[config.mk]
export PLATFORM = sky130hd
export DESIGN_NAME = bje_unit
export DESIGN_NICKNAME = d
export VERILOG_FILES = /design/src/include/bje_pkg.sv /design/src/design/bje_unit.sv /design/src/design/bje_cond.sv
export SDC_FILE = /design/constraint.sdc
export NUM_CORES = 1
export LEC_CHECK = 0
export BUFFER_PORTS_ARGS = -buffer_cell sky130_fd_sc_hd__buf_4
export CAP_MARGIN = 20
export CORE_MARGIN = 3
export CORE_UTILIZATION = 50
export CTS_CLUSTER_DIAMETER = 30
export DETAILED_ROUTE_END_ITERATION = 10
export PLACE_DENSITY = 0.82
export SYNTH_ARGS = -nofsm -noshare
export SYNTH_HDL_FRONTEND = slang
export SYNTH_HIERARCHICAL = 1
export SYNTH_SLANG_ARGS = --single-unit
[constraint.sdc]
create_clock -name SYS_CLK -period 7.47 [get_ports SYS_CLK]
set_input_delay 0.747 -clock SYS_CLK [delete_from_list [all_inputs] [get_ports SYS_CLK]]
set_output_delay 0.747 -clock SYS_CLK [all_outputs]
set_load 0.02 [all_outputs]
[src/include/bje_pkg.sv]
// shared types and constants of the branch/jump execution unit
package bje_pkg;

	localparam logic [7:0] OP_TWO_BYTE = 8'h0F;
	localparam logic [3:0] OP_JCC_SHORT_HI = 4'h7;
	localparam logic [3:0] OP_JCC_NEAR_HI = 4'h8;
	localparam logic [7:0] OP_COUNT_ZERO = 8'hE3;
	localparam logic [7:0] OP_JMP_REL8 = 8'hEB;
	localparam logic [7:0] OP_JMP_REL = 8'hE9;
	localparam logic [7:0] OP_JMP_FAR = 8'hEA;
	localparam logic [7:0] OP_GROUP5 = 8'hFF;
	localparam logic [2:0] REG_NEAR_IND = 3'h4;
	localparam logic [2:0] REG_FAR_IND = 3'h5;

	localparam logic [31:0] IP16_MASK = 32'h0000FFFF;
	localparam logic [31:0] REAL_SPACE_TOP = 32'h0000FFFF;
	localparam logic [15:0] ERR_ZERO = 16'h0000;
	localparam logic [31:0] IP_RESET = 32'h00000000;
	localparam logic [15:0] CS_RESET = 16'h0000;

	localparam logic [2:0] DESC_CODE = 3'h0;
	localparam logic [2:0] DESC_CALL_GATE = 3'h1;
	localparam logic [2:0] DESC_TASK_GATE = 3'h2;
	localparam logic [2:0] DESC_TSS = 3'h3;
	localparam logic [2:0] DESC_OTHER = 3'h4;

	localparam int LINE_BYTES_DEF = 32;
	localparam int FETCH_BYTES_DEF = 16;

	typedef struct packed {
		logic [7:0] opcode;
		logic [7:0] opcode2;
		logic [2:0] modrm_reg;
		logic [31:0] imm;
		logic [31:0] operand;
		logic [15:0] sel;
		logic op32;
		logic addr32;
		logic [31:0] next_ip;
	} bje_insn_t;

	typedef struct packed {
		logic carry_flag;
		logic parity_flag;
		logic zero_flag;
		logic sign_flag;
		logic overflow_flag;
	} bje_flags_t;

	typedef struct packed {
		logic protected_en;
		logic v86_en;
		logic [1:0] cpl;
		logic [31:0] cs_limit;
	} bje_mode_t;

	typedef struct packed {
		logic [2:0] kind;
		logic [1:0] dpl;
		logic present;
		logic conforming;
		logic tss_busy;
		logic [31:0] limit;
		logic [15:0] gate_sel;
		logic [31:0] gate_off;
		logic gate32;
	} bje_desc_t;

endpackage

[src/design/bje_unit.sv]
// branch and jump execution unit: decode, target, checks, far dispatch
// Functional notes
// RQ1: opcode 77 is one opcode whichever of its two names is used.
// RQ2: conditional jumps stay in the current code segment, never load a selector.
// RQ3: count-zero forms ignore flags, branch when the count register is zero.
// RQ4: every taken branch becomes a fetch of one or two cache lines; a taken task switch raises no FETCH_REQ here.
// RQ5: protected mode target beyond code limit raises fault with error zero.
// RQ6: real/v86 target beyond limit or above FFFF raises fault.
// RQ7: EB carries rel8, E9 carries rel16 or rel32 by operand size.
// RQ8: FF with reg field 4 is near indirect jump.
// RQ9: EA is far direct, FF with reg field 5 far indirect.
// RQ10: jumps save no return address or return state.
// RQ11: relative target is sign-extended displacement plus following instruction pointer.
// RQ12: absolute near target loads unchanged, sized by operand size.
// RQ13: operand size 16 clears upper two bytes of new pointer; a call gate jump sizes its offset by gate32 instead.
// RQ14: near jumps leave the code segment register alone.
// RQ15: far jump loads selector and offset of 4 or 6 byte pointer.
// RQ16: protected far jump reads descriptor and dispatches by its type.
// RQ17: protected far jump to code segment checks access rights first.
// RQ18: jumps never change privilege; a crossing jump is refused.
// RQ19: call gate jump uses gate selector and offset, no stack switch.
// RQ20: task jump ignores offset, via task gate or task state segment.
// RQ21: task switches by jump only in protected mode.
// RQ22: false condition continues at the following instruction.
// RQ23: greater/less signed on sign, overflow, zero; above/below on carry, zero.
// RQ24: count-zero form picks wide or narrow count by address size.
// RQ25: flags untouched except when a jump switches tasks.
`timescale 1ns/10ps
`default_nettype none

module bje_unit #(
	parameter int LINE_BYTES = bje_pkg::LINE_BYTES_DEF,
	parameter int FETCH_BYTES = bje_pkg::FETCH_BYTES_DEF
) (
	input wire logic SYS_CLK, // core clock
	input wire logic SRST, // synchronous reset, high
	input wire logic INSN_VALID, // instruction offered
	input wire bje_pkg::bje_insn_t INSN, // decoded instruction fields
	input wire bje_pkg::bje_flags_t FLAGS, // status flags
	input wire logic [31:0] COUNT, // wide count register
	input wire bje_pkg::bje_mode_t MODE, // mode, privilege, code limit
	input wire logic DESC_VALID, // descriptor answer present
	input wire bje_pkg::bje_desc_t DESC, // descriptor contents
	output logic BUSY, // far dispatch in progress
	output logic DONE, // result pulse
	output logic TAKEN, // branch taken
	output logic [31:0] NEW_IP, // next instruction pointer
	output logic CS_LOAD, // code segment reload
	output logic [15:0] NEW_CS, // new code segment selector
	output logic FAULT, // fault raised
	output logic FAULT_NP, // not-present instead of protection
	output logic [15:0] FAULT_CODE, // error code
	output logic FETCH_REQ, // code fetch request pulse
	output logic [31:0] FETCH_ADDR, // fetch offset
	output logic [1:0] FETCH_LINES, // lines to fetch
	output logic DESC_REQ, // descriptor read pulse
	output logic [15:0] DESC_SEL, // selector to read
	output logic TASK_REQ, // task switch pulse
	output logic [15:0] TASK_SEL, // task state segment selector
	output logic FLAGS_MOD // flags will change
);

	initial
	begin
		if (LINE_BYTES < 2 * FETCH_BYTES || FETCH_BYTES < 1 || LINE_BYTES > 256
			|| (LINE_BYTES & (LINE_BYTES - 1)) != 0)
			$error("bje_unit: unsupported line or fetch size");
	end

	typedef enum {ST_IDLE, ST_DESC, ST_GATE_CS} bje_state_t;

	bje_state_t state_reg, state_next;
	bje_pkg::bje_insn_t held_reg;
	bje_pkg::bje_desc_t gate_reg;

	////////////////////////////////////////////////////////////////
	// decode

	logic is_two, is_jcc_s, is_jcc_n, is_cz, is_rel8, is_rel, is_near_ind;
	logic is_far_dir, is_far_ind, is_far, is_cond, cond_take;
	logic [3:0] cc;
	logic [31:0] rel_ext, near_tmp, near_ip, far_tmp;
	logic real_mode, prot;

	assign is_two = INSN.opcode == bje_pkg::OP_TWO_BYTE;
	assign is_jcc_s = INSN.opcode[7:4] == bje_pkg::OP_JCC_SHORT_HI; // RQ1
	assign is_jcc_n = is_two && INSN.opcode2[7:4] == bje_pkg::OP_JCC_NEAR_HI;
	assign is_cz = INSN.opcode == bje_pkg::OP_COUNT_ZERO;
	assign is_rel8 = INSN.opcode == bje_pkg::OP_JMP_REL8; // RQ7
	assign is_rel = INSN.opcode == bje_pkg::OP_JMP_REL; // RQ7
	assign is_near_ind = INSN.opcode == bje_pkg::OP_GROUP5
		&& INSN.modrm_reg == bje_pkg::REG_NEAR_IND; // RQ8
	assign is_far_dir = INSN.opcode == bje_pkg::OP_JMP_FAR; // RQ9
	assign is_far_ind = INSN.opcode == bje_pkg::OP_GROUP5
		&& INSN.modrm_reg == bje_pkg::REG_FAR_IND; // RQ9
	assign is_far = is_far_dir || is_far_ind;
	assign is_cond = is_jcc_s || is_jcc_n || is_cz;
	assign cc = is_two ? INSN.opcode2[3:0] : INSN.opcode[3:0];
	assign real_mode = !MODE.protected_en || MODE.v86_en;
	assign prot = !real_mode;

	bje_cond u_cond (
		.cc(cc),
		.count_form(is_cz),
		.addr32(INSN.addr32),
		.count(COUNT),
		.flags(FLAGS),
		.take(cond_take)
	);

	always_comb
	begin
		// short forms carry rel8; rel16 is sign-extended then masked below
		if (is_jcc_s || is_cz || is_rel8)
			rel_ext = {{24{INSN.imm[7]}}, INSN.imm[7:0]};
		else if (INSN.op32)
			rel_ext = INSN.imm;
		else
			rel_ext = {{16{INSN.imm[15]}}, INSN.imm[15:0]};
		if (is_near_ind)
			near_tmp = INSN.op32 ? INSN.operand : (INSN.operand & bje_pkg::IP16_MASK); // RQ12
		else
			near_tmp = INSN.next_ip + rel_ext; // RQ11
		near_ip = INSN.op32 ? near_tmp : (near_tmp & bje_pkg::IP16_MASK); // RQ13
		// far pointer offset: imm (direct) or operand (indirect) holds offset, sel the selector (4 or 6 bytes)
		far_tmp = is_far_dir ? INSN.imm : INSN.operand; // RQ15
	end

	logic near_bad, far_real_bad;
	logic [31:0] far_ip;

	assign near_bad = near_tmp > MODE.cs_limit
		|| (real_mode && near_tmp > bje_pkg::REAL_SPACE_TOP); // RQ5 RQ6
	assign far_real_bad = far_tmp > MODE.cs_limit || far_tmp > bje_pkg::REAL_SPACE_TOP; // RQ6
	assign far_ip = INSN.op32 ? far_tmp : (far_tmp & bje_pkg::IP16_MASK); // RQ13

	////////////////////////////////////////////////////////////////
	// descriptor checks on the held far jump

	logic [1:0] cpl, rpl;
	logic [31:0] hold_raw, hold_off, gate_off;
	logic code_bad, gate_bad, tss_bad, task_bad, gate_code_bad;
	logic [15:0] sel_code, gate_code;

	assign cpl = MODE.cpl;
	assign rpl = held_reg.sel[1:0];
	// only a code segment target uses the pointer offset; gates and tasks ignore it
	assign hold_raw = held_reg.opcode == bje_pkg::OP_JMP_FAR
		? held_reg.imm : held_reg.operand; // RQ15
	assign hold_off = held_reg.op32 ? hold_raw : (hold_raw & bje_pkg::IP16_MASK); // RQ13
	assign gate_off = gate_reg.gate32 ? gate_reg.gate_off
		: (gate_reg.gate_off & bje_pkg::IP16_MASK); // RQ19

	// privilege never moves: conforming needs DPL<=CPL, other code DPL==CPL
	assign code_bad = DESC.conforming ? (DESC.dpl > cpl)
		: (rpl > cpl || DESC.dpl != cpl); // RQ17 RQ18
	assign gate_bad = DESC.dpl < cpl || DESC.dpl < rpl; // RQ18
	assign tss_bad = gate_bad || DESC.tss_busy;
	// busy bit of a gated task lives in a descriptor not read here
	assign task_bad = DESC.kind == bje_pkg::DESC_TSS ? tss_bad : gate_bad; // RQ20
	// code reached through a gate: no selector privilege, same level rule
	assign gate_code_bad = DESC.kind != bje_pkg::DESC_CODE
		|| (DESC.conforming ? (DESC.dpl > cpl) : (DESC.dpl != cpl)); // RQ18
	assign sel_code = {held_reg.sel[15:2], 2'h0};
	assign gate_code = {gate_reg.gate_sel[15:2], 2'h0};

	////////////////////////////////////////////////////////////////
	// sequencing

	localparam logic [31:0] LINE_MASK = 32'(LINE_BYTES - 1);
	localparam logic [31:0] LINE_SIZE = 32'(LINE_BYTES);
	localparam logic [31:0] FETCH_SIZE = 32'(FETCH_BYTES);

	logic accept, fin, res_taken, res_cs_load, res_fault, res_np, res_task;
	logic desc_req_next;
	logic [31:0] res_ip;
	logic [15:0] res_cs, res_code, res_task_sel, desc_sel_next;

	assign accept = state_reg == ST_IDLE && INSN_VALID;

	function automatic logic [1:0] lines_for(input logic [31:0] t);
		logic [31:0] room;
		room = LINE_SIZE - (t & LINE_MASK);
		// a fetch that would run past the line end needs the next line too
		return (room < FETCH_SIZE) ? 2'h2 : 2'h1; // RQ4
	endfunction

	always_comb
	begin
		state_next = state_reg;
		fin = 1'b0;
		res_taken = 1'b0;
		res_ip = INSN.next_ip;
		res_cs_load = 1'b0;
		res_cs = bje_pkg::CS_RESET;
		res_fault = 1'b0;
		res_np = 1'b0;
		res_code = bje_pkg::ERR_ZERO;
		res_task = 1'b0;
		res_task_sel = 16'h0000;
		desc_req_next = 1'b0;
		desc_sel_next = DESC_SEL;
		case (state_reg)
		ST_IDLE:
			if (accept && is_far && prot)
			begin
				if (INSN.sel[15:2] == 14'h0000)
				begin
					fin = 1'b1;
					res_fault = 1'b1;
				end
				else
				begin
					state_next = ST_DESC; // RQ16
					desc_req_next = 1'b1;
					desc_sel_next = INSN.sel;
				end
			end
			else if (accept && is_far)
			begin
				fin = 1'b1;
				if (far_real_bad)
					res_fault = 1'b1; // RQ6
				else
				begin
					res_taken = 1'b1;
					res_ip = far_ip; // RQ15
					res_cs_load = 1'b1;
					res_cs = INSN.sel;
				end
			end
			else if (accept && (is_cond || is_rel8 || is_rel || is_near_ind))
			begin
				fin = 1'b1;
				if (is_cond && !cond_take)
					res_ip = INSN.next_ip; // RQ22
				else if (near_bad)
					res_fault = 1'b1; // RQ5 RQ6
				else
				begin
					// near and conditional forms never reload the selector
					res_taken = 1'b1;
					res_ip = near_ip; // RQ2 RQ14
				end
			end
			else if (accept)
				fin = 1'b1;
		ST_DESC:
			if (DESC_VALID)
			begin
				fin = 1'b1;
				state_next = ST_IDLE;
				case (DESC.kind)
				bje_pkg::DESC_CODE:
					if (code_bad)
					begin
						res_fault = 1'b1; // RQ17 RQ18
						res_code = sel_code;
					end
					else if (!DESC.present)
					begin
						res_fault = 1'b1;
						res_np = 1'b1;
						res_code = sel_code;
					end
					else if (hold_off > DESC.limit)
						res_fault = 1'b1; // RQ5
					else
					begin
						res_taken = 1'b1;
						res_ip = hold_off;
						res_cs_load = 1'b1;
						res_cs = {held_reg.sel[15:2], cpl}; // RQ18
					end
				bje_pkg::DESC_CALL_GATE:
					if (gate_bad)
					begin
						res_fault = 1'b1; // RQ18
						res_code = sel_code;
					end
					else if (!DESC.present)
					begin
						res_fault = 1'b1;
						res_np = 1'b1;
						res_code = sel_code;
					end
					else if (DESC.gate_sel[15:2] == 14'h0000)
						res_fault = 1'b1;
					else
					begin
						fin = 1'b0;
						state_next = ST_GATE_CS; // RQ19
						desc_req_next = 1'b1;
						desc_sel_next = DESC.gate_sel;
					end
				bje_pkg::DESC_TASK_GATE, bje_pkg::DESC_TSS:
					if (task_bad)
					begin
						res_fault = 1'b1;
						res_code = sel_code;
					end
					else if (!DESC.present)
					begin
						res_fault = 1'b1;
						res_np = 1'b1;
						res_code = sel_code;
					end
					else
					begin
						// only reachable with protection on
						res_taken = 1'b1; // RQ21
						res_task = 1'b1; // RQ20
						res_task_sel = DESC.kind == bje_pkg::DESC_TSS
							? held_reg.sel : DESC.gate_sel; // RQ20
					end
				default:
				begin
					res_fault = 1'b1;
					res_code = sel_code;
				end
				endcase
			end
		ST_GATE_CS:
			if (DESC_VALID)
			begin
				fin = 1'b1;
				state_next = ST_IDLE;
				if (gate_code_bad)
				begin
					res_fault = 1'b1; // RQ18
					res_code = gate_code;
				end
				else if (!DESC.present)
				begin
					res_fault = 1'b1;
					res_np = 1'b1;
					res_code = gate_code;
				end
				else if (gate_off > DESC.limit)
					res_fault = 1'b1; // RQ5
				else
				begin
					// no stack is touched on this path
					res_taken = 1'b1;
					res_ip = gate_off; // RQ19
					res_cs_load = 1'b1;
					res_cs = {gate_reg.gate_sel[15:2], cpl}; // RQ19
				end
			end
		default:
			state_next = ST_IDLE;
		endcase
	end

	////////////////////////////////////////////////////////////////
	// state and held operands

	always_ff @(posedge SYS_CLK)
	begin
		if (SRST)
		begin
			state_reg <= ST_IDLE;
			BUSY <= 1'b0;
			DESC_REQ <= 1'b0;
			DESC_SEL <= 16'h0000;
		end
		else
		begin
			state_reg <= state_next;
			BUSY <= state_next != ST_IDLE;
			DESC_REQ <= desc_req_next; // RQ16
			DESC_SEL <= desc_sel_next;
		end
	end

	always_ff @(posedge SYS_CLK)
	begin
		if (accept)
			held_reg <= INSN;
		if (state_reg == ST_DESC && DESC_VALID)
			gate_reg <= DESC;
	end

	////////////////////////////////////////////////////////////////
	// results

	always_ff @(posedge SYS_CLK)
	begin
		if (SRST)
		begin
			DONE <= 1'b0;
			TAKEN <= 1'b0;
			NEW_IP <= bje_pkg::IP_RESET;
			CS_LOAD <= 1'b0;
			NEW_CS <= bje_pkg::CS_RESET;
			FAULT <= 1'b0;
			FAULT_NP <= 1'b0;
			FAULT_CODE <= bje_pkg::ERR_ZERO;
			TASK_REQ <= 1'b0;
			TASK_SEL <= 16'h0000;
			FLAGS_MOD <= 1'b0;
		end
		else
		begin
			DONE <= fin;
			CS_LOAD <= fin && res_cs_load;
			TASK_REQ <= fin && res_task;
			FLAGS_MOD <= fin && res_task; // RQ25
			if (fin)
			begin
				// result fields stand until the next result; no return state kept
				TAKEN <= res_taken;
				NEW_IP <= res_ip; // RQ10
				NEW_CS <= res_cs;
				FAULT <= res_fault;
				FAULT_NP <= res_np;
				FAULT_CODE <= res_code; // RQ5
				TASK_SEL <= res_task_sel;
			end
		end
	end

	// task targets come from the new task state, fetched by the switch logic
	always_ff @(posedge SYS_CLK)
	begin
		if (SRST)
		begin
			FETCH_REQ <= 1'b0;
			FETCH_ADDR <= bje_pkg::IP_RESET;
			FETCH_LINES <= 2'h0;
		end
		else
		begin
			FETCH_REQ <= fin && res_taken && !res_task; // RQ4
			if (fin && res_taken && !res_task)
			begin
				FETCH_ADDR <= res_ip;
				FETCH_LINES <= lines_for(res_ip); // RQ4
			end
		end
	end
endmodule

`default_nettype wire

[src/design/bje_cond.sv]
// condition evaluator for conditional and count-zero jumps
`timescale 1ns/10ps
`default_nettype none

module bje_cond (
	input wire logic [3:0] cc, // condition nibble of the opcode
	input wire logic count_form, // count-zero form selected
	input wire logic addr32, // address-size attribute 32
	input wire logic [31:0] count, // wide count register
	input wire bje_pkg::bje_flags_t flags, // status flags
	output logic take // condition true
);

	logic base;

	always_comb
	begin
		// 77 and 0F 87 share this path whichever name is used
		case (cc[3:1]) // RQ1
		3'h0: base = flags.overflow_flag;
		3'h1: base = flags.carry_flag; // RQ23
		3'h2: base = flags.zero_flag;
		3'h3: base = flags.carry_flag | flags.zero_flag; // RQ23
		3'h4: base = flags.sign_flag;
		3'h5: base = flags.parity_flag;
		3'h6: base = flags.sign_flag ^ flags.overflow_flag; // RQ23
		3'h7: base = flags.zero_flag | (flags.sign_flag ^ flags.overflow_flag); // RQ23
		default: base = 1'b0;
		endcase
		if (count_form)
			take = addr32 ? (count == 32'h00000000) : (count[15:0] == 16'h0000); // RQ3 RQ24
		else
			take = base ^ cc[0];
	end

endmodule

`default_nettype wire

==> tab_implementation.tex, run 1 <==
\begin{tabular}{lr}
\hline
Metric & Value \\
\hline
\multicolumn{2}{l}{\textbf{Run status}} \\
Run status & finished clean \\
\multicolumn{2}{l}{\textbf{Synthesis}} \\
Number of synthesized flops with an enable pin & roughly 140 \\
Average cell area after synthesis & 8.953 um\^{}2 \\
Cell with the most instances after synthesis & sky130\_fd\_sc\_hd\_\_nand2\_1 \\
Synthesized-area fraction occupied by ao, oa, aoi and oai cells & 20.96\% \\
Portion of the post-synthesis area used by sequential elements & between 30\% and 40\% \\
Netlist cell types & 99 \\
Flops \& latches, synth & 305 \\
Area contributors post-synth & sky130\_fd\_sc\_hd\_\_edfxtp\_1 (21\%), sky130\_fd\_sc\_hd\_\_dfxtp\_1 (17\%), sky130\_fd\_sc\_hd\_\_ha\_1 (11\%), sky130\_fd\_sc\_hd\_\_a21oi\_1 (5.0\%), sky130\_fd\_sc\_hd\_\_nand2\_1 (4.2\%) \\
Adder-Cell Fraction of Synth Area & 10.69\% \\
Synthesis Warnings & 6 \\
Area share of and/or/nand/nor cells after synthesis & 18.53\% \\
Main combinational cell family by area after synthesis & compound AO/OA/AOI/OAI gates \\
Fraction of synthesized area in multiplexers & 5.910\% \\
Netlist area before placement & 0.01963 mm\^{}2 \\
Asr flop ratio synth & 0\% \\
Synth cell count leaders & sky130\_fd\_sc\_hd\_\_nand2\_1 (221), sky130\_fd\_sc\_hd\_\_a21oi\_1 (196), sky130\_fd\_sc\_hd\_\_nor2\_1 (196) \\
Main synth FF type & sky130\_fd\_sc\_hd\_\_dfxtp\_1 \\
Synthesized instance count & 2192 \\
XOR/XNOR Fraction of Synth Area & 1.071\% \\
Top cell type's share of synthesized area & 20.81\% \\
Cell taking the most area after synthesis & sky130\_fd\_sc\_hd\_\_edfxtp\_1 \\
\multicolumn{2}{l}{\textbf{Placed design}} \\
IO buf count & between 400 and 500 \\
Pre-CTS WS & -0.09907 ns \\
Weighted congestion at the end of routability-driven global placement & 1.002 \\
Hpwl dp & $\sim$70000 um \\
Number of instances in the placed design & 3186 \\
Post-DP Area & roughly 0.024 mm\^{}2 \\
\multicolumn{2}{l}{\textbf{Power and ir drop}} \\
Max IR drop VDD & 0.2397 mV \\
Power Density & about 220 mW/mm\^{}2 \\
Switching share of power & 28.44\% \\
Leakage power of the design & approximately 12 nW \\
Combinational share of power & 17.0\% \\
Final total power & just under 6 mW \\
Sequential power share & 30.2\% \\
Internal Pwr Total & 4.167 mW \\
Net switching component of the power & 1.656 mW \\
Fraction of power consumed by the clock network & a little over half \\
\multicolumn{2}{l}{\textbf{Worst setup path}} \\
Critical path depth in cells & 29 \\
Buffers and inverters on the worst path & 4 \\
CP max stage cell & sky130\_fd\_sc\_hd\_\_or4\_1 \\
Critical path type & in2reg \\
Slowest cell delay on critical path & 0.60 ns \\
CP most frequent cell & sky130\_fd\_sc\_hd\_\_buf\_4 \\
Required time at the endpoint of the critical path & 7.90 ns \\
Worst setup SP type & input pin \\
Arrival time at the worst endpoint & 7.57 ns \\
Maximum fanout along the worst path & 8 \\
Logic depth of the worst register-to-register path & 15 \\
Nature of the critical path endpoint & register \\
CP delay by family, top & simple AND/OR/NAND/NOR gates \\
\multicolumn{2}{l}{\textbf{STA}} \\
Tightest Pin Transition & 1.288 ns \\
Min cycle time layout & 7.141 ns \\
Worst slew margin relative to its limit & 12.99\% \\
Fmax achieved & 140.0 MHz \\
Largest clock skew in the final design & approximately 0.043 ns \\
Final hold slack & 0.3294 ns \\
RSZ-0062 raised after global routing & false \\
Share of the clock period used by the worst path & 95.59\% \\
Total Neg Setup Slack & 0 ns \\
Post-route setup slack & about 0.33 ns \\
Number of setup violations in the final report & 0 \\
Hold Violations, Final & 0 \\
Total count of max-transition violations in the final report & 0 \\
\multicolumn{2}{l}{\textbf{Finish}} \\
Layout Cell Area excl Fill & roughly 0.027 mm\^{}2 \\
Number of filler instances in the final layout & 2787 \\
Final Core Density & 69.96\% \\
Flip-flop count of the largest register after layout & 89 \\
Final cell count without fillers & 3320 \\
Net total in the final layout & 3217 \\
Area added between synthesis and finish & 36.17\% \\
Share of final-layout standard cells stronger than drive strength 1 & roughly 28\% \\
\multicolumn{2}{l}{\textbf{Floorplanning}} \\
Std-Cell Core Area & 0.03820 mm\^{}2 \\
Area of the die & approximately 0.042 mm\^{}2 \\
Initial Util & between 50\% and 60\% \\
Standard-cell row count & 71 \\
Vertical extent of the die & $\sim$200 um \\
Die outline width & 204.1 um \\
Ports placed on the boundary & approximately 440 \\
\multicolumn{2}{l}{\textbf{Clock tree}} \\
H-tree levels & 3 \\
Clock Latency Late Sink & 0.61 ns \\
Count of hold buffers inserted by post-cts repair & 0 \\
Total clock sinks & 305 \\
Largest buffer count on any clock path & 3 \\
Number of CTS-inserted buffers & 70 \\
Clock tree from TritonCTS & yes \\
Cell at the root of the clock tree & sky130\_fd\_sc\_hd\_\_clkbuf\_16 \\
Clock transition at the register clock pins on the worst setup and hold paths after CTS & 0.05 ns \\
\multicolumn{2}{l}{\textbf{Drt}} \\
Post-route DRC violation count & 0 \\
Average routed wire per standard cell & 28.54 um \\
Length of the first detailed-routing pass in iterations & 8 \\
Remaining antenna violation count after routing & 0 \\
Total Routed Length & 94750 um \\
Via-to-Cell Ratio & 6.606 \\
DR vias & between 20000 and 25000 \\
Iter 0 DRT Violations & 3388 \\
\multicolumn{2}{l}{\textbf{GRT}} \\
Antenna violations before repair & 1 \\
Overall overflow remaining after global route & 0 \\
Number of global-route vias before repair & 21790 \\
Largest net degree at the start of global routing & 90 \\
Global-route wire length before repair & 136700 um \\
Global router's overall resource usage & 43.92\% \\
\multicolumn{2}{l}{\textbf{Min path}} \\
Hold WC Path Type & in2reg \\
Hold Path Depth & 1 \\
\multicolumn{2}{l}{\textbf{Job}} \\
Max cap viols & 0 \\
\hline
\end{tabular}
layer usage:
metal | global-route usage, % | share of wire, % | vias to the layer above
li1 | - | - | 9322
met1 | 53.41 | 35 | 10230
met2 | 71.64 | 45 | 1923
met3 | 9.428 | 12 | 463
met4 | 26.30 | 7.7 | 0
met5 | 0 | 0 | -
layout by cell type (no fill, tap or decap), drive strengths merged, types with 70 or more instances in the layout:
cell	n
buf	572
nand2	225
a21oi	201
nor3	70
clkbuf	81
o21ai	91
ha	166
edfxtp	136
inv	121
dfxtp	169
nor2	198
worst reg2reg max path: cells and delay by family, from the launching register on:
kind	cells	cell delay (ns)
simple gates	8	3.13
buf+inv	4	1.36
flops	1	0.31
compound gates	3	1.00
kinds of logic (layout without fill, tap and decap cells):
group / after synthesis / in the layout
AO/OA/AOI/OAI: 606 / 606
XOR/XNOR: 24 / 24
adder cells (fa/ha/maj): 167 / 167
buffers and inverters: 231 / 816
flip-flops: 305 / 305
multiplexers: 109 / 109
other: 1 / 33
AND/OR/NAND/NOR: 749 / 749
path summary, 6_finish.rpt:
| check | slack (ns) | from | endpoint |
|---|---|---|---|
| min reg2reg | 0.48 | FETCH_ADDR[4] | FETCH_ADDR[4] |
| min | 0.33 | DESC[13] | gate_reg[13] |
| max | 0.33 | INSN[129] | NEW_IP[2] |
| max reg2reg | 1.50 | state_reg[27] | NEW_CS[11] |
layout make-up:
class	instances	area, um^2	share of cell area (%)
multi-input combinational	1687	11370	42.56
clock buffer	81	1887	7.060
clock inverter	48	494.2	1.849
sequential	305	7467	27.94
inverter	115	432.9	1.620
antenna	1	2.502	0.009364
tap	511	639.4	2.392
timing repair buffer	572	4427	16.56
timing repair:
action                                 in CTS  in global routing
setup endpoints to repair                   0                  5
buffers inserted                            0                  2
gates resized for setup                     0                  3
endpoints found under the hold margin       0                  0
power groups by stage:
| stage | combinational [mW] | sequential (mW) | clock (mW) |
|---|---|---|---|
| 2_1_floorplan | 0.477 | 1.79 | 0 |
| 3_3_place_gp | 0.947 | 1.79 | 0 |
| 3_5_place_dp | 0.949 | 1.79 | 0 |
| 4_1_cts | 0.957 | 1.76 | 3.06 |
| 5_1_grt | 1.05 | 1.76 | 3.16 |
| 6_report | 0.989 | 1.76 | 3.08 |
Power figures use the tool's default switching activity.
==> run 2, diff against run 1 <==
clock period = 5.85 ns   (was 7.47 ns; I/O delays follow)
==> run 2 against run 1 <==
Net effect:
- the run now ends with setup timing left
- routed wire length is 2.4% lower
- sequential power grew 27%
- die area unchanged
- critical path depth grew 3
- first-iteration DRC count shrank 13%
- final cell count grew 6.1%
- count of clock-buffer cells in the layout is 14 lower
- via count rose by 2.2%
- register-to-register slack worse by 1.1 ns
==> tab_implementation.tex, run 2 (synthesized netlist as in run 1, its figures left out) <==
\begin{tabular}{lr}
\hline
Metric & Value \\
\hline
\multicolumn{2}{l}{\textbf{STA}} \\
Total Neg Setup Slack & -15.52 ns (-15.52 ns) \\
RSZ-0062 raised after global routing & true \\
Post-route setup slack & -0.3919 ns (-0.7213 ns) \\
Tightest Pin Transition & 1.112 ns (-0.1768 ns) \\
Min cycle time layout & $\sim$6.2 ns \\
Share of the clock period used by the worst path & 106.7\% \\
Total count of max-transition violations in the final report & 0 (unchanged) \\
Hold Violations, Final & 0 (unchanged) \\
Largest clock skew in the final design & 0.05528 ns (+0.01249 ns) \\
Worst slew margin relative to its limit & 25.90\% (+13 points) \\
Number of setup violations in the final report & 66 (+66) \\
Fmax achieved & 160.2 MHz \\
\multicolumn{2}{l}{\textbf{Finish}} \\
Share of final-layout standard cells stronger than drive strength 1 & 38.35\% (+10 points) \\
Area of combinational cells with multiple inputs & 0.01246 mm\^{}2 (+9.5\%) \\
Final cell count without fillers & 3524 (+6.1\%) \\
Most frequent cells in the layout & sky130\_fd\_sc\_hd\_\_buf\_4 (747), sky130\_fd\_sc\_hd\_\_nand2\_1 (214), sky130\_fd\_sc\_hd\_\_nor2\_1 (184) \\
Area added between synthesis and finish & 49.00\% \\
Net total in the final layout & 3426 (+6.5\%) \\
Flip-flop count of the largest register after layout & 89 (unchanged) \\
Number of filler instances in the final layout & 2681 (-3.8\%) \\
Most common library cell in the layout ignoring fill and taps & sky130\_fd\_sc\_hd\_\_buf\_4 \\
Register area & 0.007467 mm\^{}2 (unchanged) \\
\multicolumn{2}{l}{\textbf{Drt}} \\
Iter 0 DRT Violations & 2958 (-13\%) \\
Via-to-Cell Ratio & 6.360 (-3.7\%) \\
DR vias & 22410 (+2.2\%) \\
Post-route DRC violation count & 0 (unchanged) \\
Average routed wire per standard cell & 26.24 um (-8.1\%) \\
Remaining antenna violation count after routing & 0 (unchanged) \\
Length of the first detailed-routing pass in iterations & 9 (+1) \\
Total Routed Length & 92480 um (-2.4\%) \\
\multicolumn{2}{l}{\textbf{Clock tree}} \\
H-tree levels & 2 (-1) \\
Total clock sinks & 305 (unchanged) \\
Largest buffer count on any clock path & 3 (unchanged) \\
Count of hold buffers inserted by post-cts repair & 0 (unchanged) \\
Cell at the root of the clock tree & sky130\_fd\_sc\_hd\_\_clkbuf\_16 \\
Clock tree from TritonCTS & yes \\
Number of CTS-inserted buffers & 60 (-14\%) \\
Clock Latency Late Sink & 0.64 ns (+0.03 ns) \\
Clock transition at the register clock pins on the worst setup and hold paths after CTS & 0.06 ns (about the same) \\
\multicolumn{2}{l}{\textbf{Floorplanning}} \\
Die outline width & 204.1 um (unchanged) \\
Standard-cell row count & 71 (unchanged) \\
Vertical extent of the die & 204.1 um (unchanged) \\
Area of the die & 0.04166 mm\^{}2 (unchanged) \\
Ports placed on the boundary & 439 (unchanged) \\
Std-Cell Core Area & 0.03820 mm\^{}2 (unchanged) \\
Initial Util & 51.38\% (unchanged) \\
\multicolumn{2}{l}{\textbf{GRT}} \\
Antenna violations before repair & 3 (+2) \\
Grt met1 use & 51.65\% (-1.8 points) \\
Global routing's busiest layer & met2 \\
Overall overflow remaining after global route & 0 (unchanged) \\
Number of global-route vias before repair & 21560 (-1.1\%) \\
Global routing met3 resource utilization & 10.02\% (+0.59 points) \\
Global router's overall resource usage & 41.85\% (-2.1 points) \\
Global-route wire length before repair & 132200 um (-3.3\%) \\
Global Route met2 Usage & 69.10\% (-2.5 points) \\
Largest net degree at the start of global routing & 100 (+11\%) \\
\multicolumn{2}{l}{\textbf{Power and ir drop}} \\
Leakage power of the design & 12.73 nW (+10\%) \\
Power Density & 248.0 mW/mm\^{}2 (+14\%) \\
Max IR drop VDD & 0.2338 mV (-2.5\%) \\
\multicolumn{2}{l}{\textbf{Worst setup path}} \\
Required time at the endpoint of the critical path & 6.31 ns (-1.59 ns) \\
Maximum fanout along the worst path & 7 (-1) \\
Worst setup SP type & input pin \\
Slowest cell delay on critical path & 0.43 ns (-0.17 ns) \\
Nature of the critical path endpoint & register \\
Arrival time at the worst endpoint & 6.70 ns (-0.87 ns) \\
CP max stage cell & sky130\_fd\_sc\_hd\_\_or4\_4 \\
Critical path type & in2reg \\
CP most frequent cell & sky130\_fd\_sc\_hd\_\_buf\_4 \\
\multicolumn{2}{l}{\textbf{Min path}} \\
Hold WC Path Type & in2reg \\
\multicolumn{2}{l}{\textbf{Run status}} \\
Violations in the final reports & setup timing \\
Run status & complete, but fails checks \\
\multicolumn{2}{l}{\textbf{Placed design}} \\
IO buf count & 436 (unchanged) \\
Pre-CTS WS & -1.785 ns (-1.686 ns) \\
Hpwl dp & 71360 um (-0.69\%) \\
Weighted congestion at the end of routability-driven global placement & 1.085 (+8.3\%) \\
Number of instances in the placed design & 3363 (+5.6\%) \\
\multicolumn{2}{l}{\textbf{Job}} \\
Max cap viols & 0 (unchanged) \\
\hline
\end{tabular}
## run 2: changes by cell type in the layout (fill, tap and decap cells not counted), sizes merged
cell	previous run	this run
buf	572	786
clkbuf	81	68
inv	121	133
clkinvlp	12	6
clkinv	25	20
bufinv	5	3
a21oi	201	202
and2	22	23
nand2	225	226
nand3	48	49
## run 2: routing by layer
layer | part of all wire, % | vias up
met3 | 12 | 408
met4 | 6.4 | 2
li1 | - | 9779
met1 | 36 | 10590
met2 | 46 | 1637
met5 | 0.022 | -
## run 2: cell type report
| class | instances | share of cell area, % |
|---|---|---|
| Multi-Input combinational cell | 1691 | 42.61 |
| Clock buffer | 67 | 5.366 |
| Sequential cell | 305 | 25.54 |
| Antenna cell | 1 | 0.008558 |
| Clock inverter | 47 | 1.635 |
| Inverter | 115 | 1.480 |
| Timing Repair Buffer | 787 | 21.18 |
| Tap cell | 511 | 2.186 |
## run 2: worst paths after layout
| kind | slack [ns] | to | cells past startpoint | start |
|---|---|---|---|---|
| worst min-delay path | 0.12 | gate_reg[11] | 1 | DESC[11] |
| worst max register to register | 0.39 | FETCH_ADDR[4] | 21 | held_reg[125] |
| worst min register to register | 0.46 | FAULT_CODE[3] | 2 | FAULT_CODE[3] |
| worst max-delay path | -0.39 | NEW_IP[7] | 32 | INSN[132] |
## run 2: stage by stage
stage | hold slack [ns] | area, um^2 | total power, mW | utilization [%]
after floorplan | 0.5213 | 19910 | 2.901 | -
after global placement | 0.4422 | 25680 | 3.656 | 67.23
after detailed placement | 0.4497 | 25700 | 3.676 | 67.29
after CTS | 0.1149 | 28300 | 7.098 | 74.09
after global routing | 0.1157 | 29240 | 7.476 | 76.54
final | 0.1235 | 29240 | 7.251 | 76.55
## run 2: critical path, delay by kind of cell
kind                       cells  cell delay (ns)
AOI/OAI and AO/OA             12             2.02
and+or+nand+nor                8             1.84
buffers and inverters          9             1.37
adders and majority gates      2             0.68
muxes                          1             0.22
## run 2: what timing repair did
item / 4_1_cts / 5_1_grt
pin swaps: 31 / 73
resized for setup: 84 / 141
setup buffers: 21 / 19
gates cloned: 4 / 3
setup endpoints to repair: 68 / 68
## run 2: where the power goes
part / switching [mW] / internal [mW]
clock: 1.29 / 2.11
sequential: 0.00350 / 2.24
combinational: 0.842 / 0.762
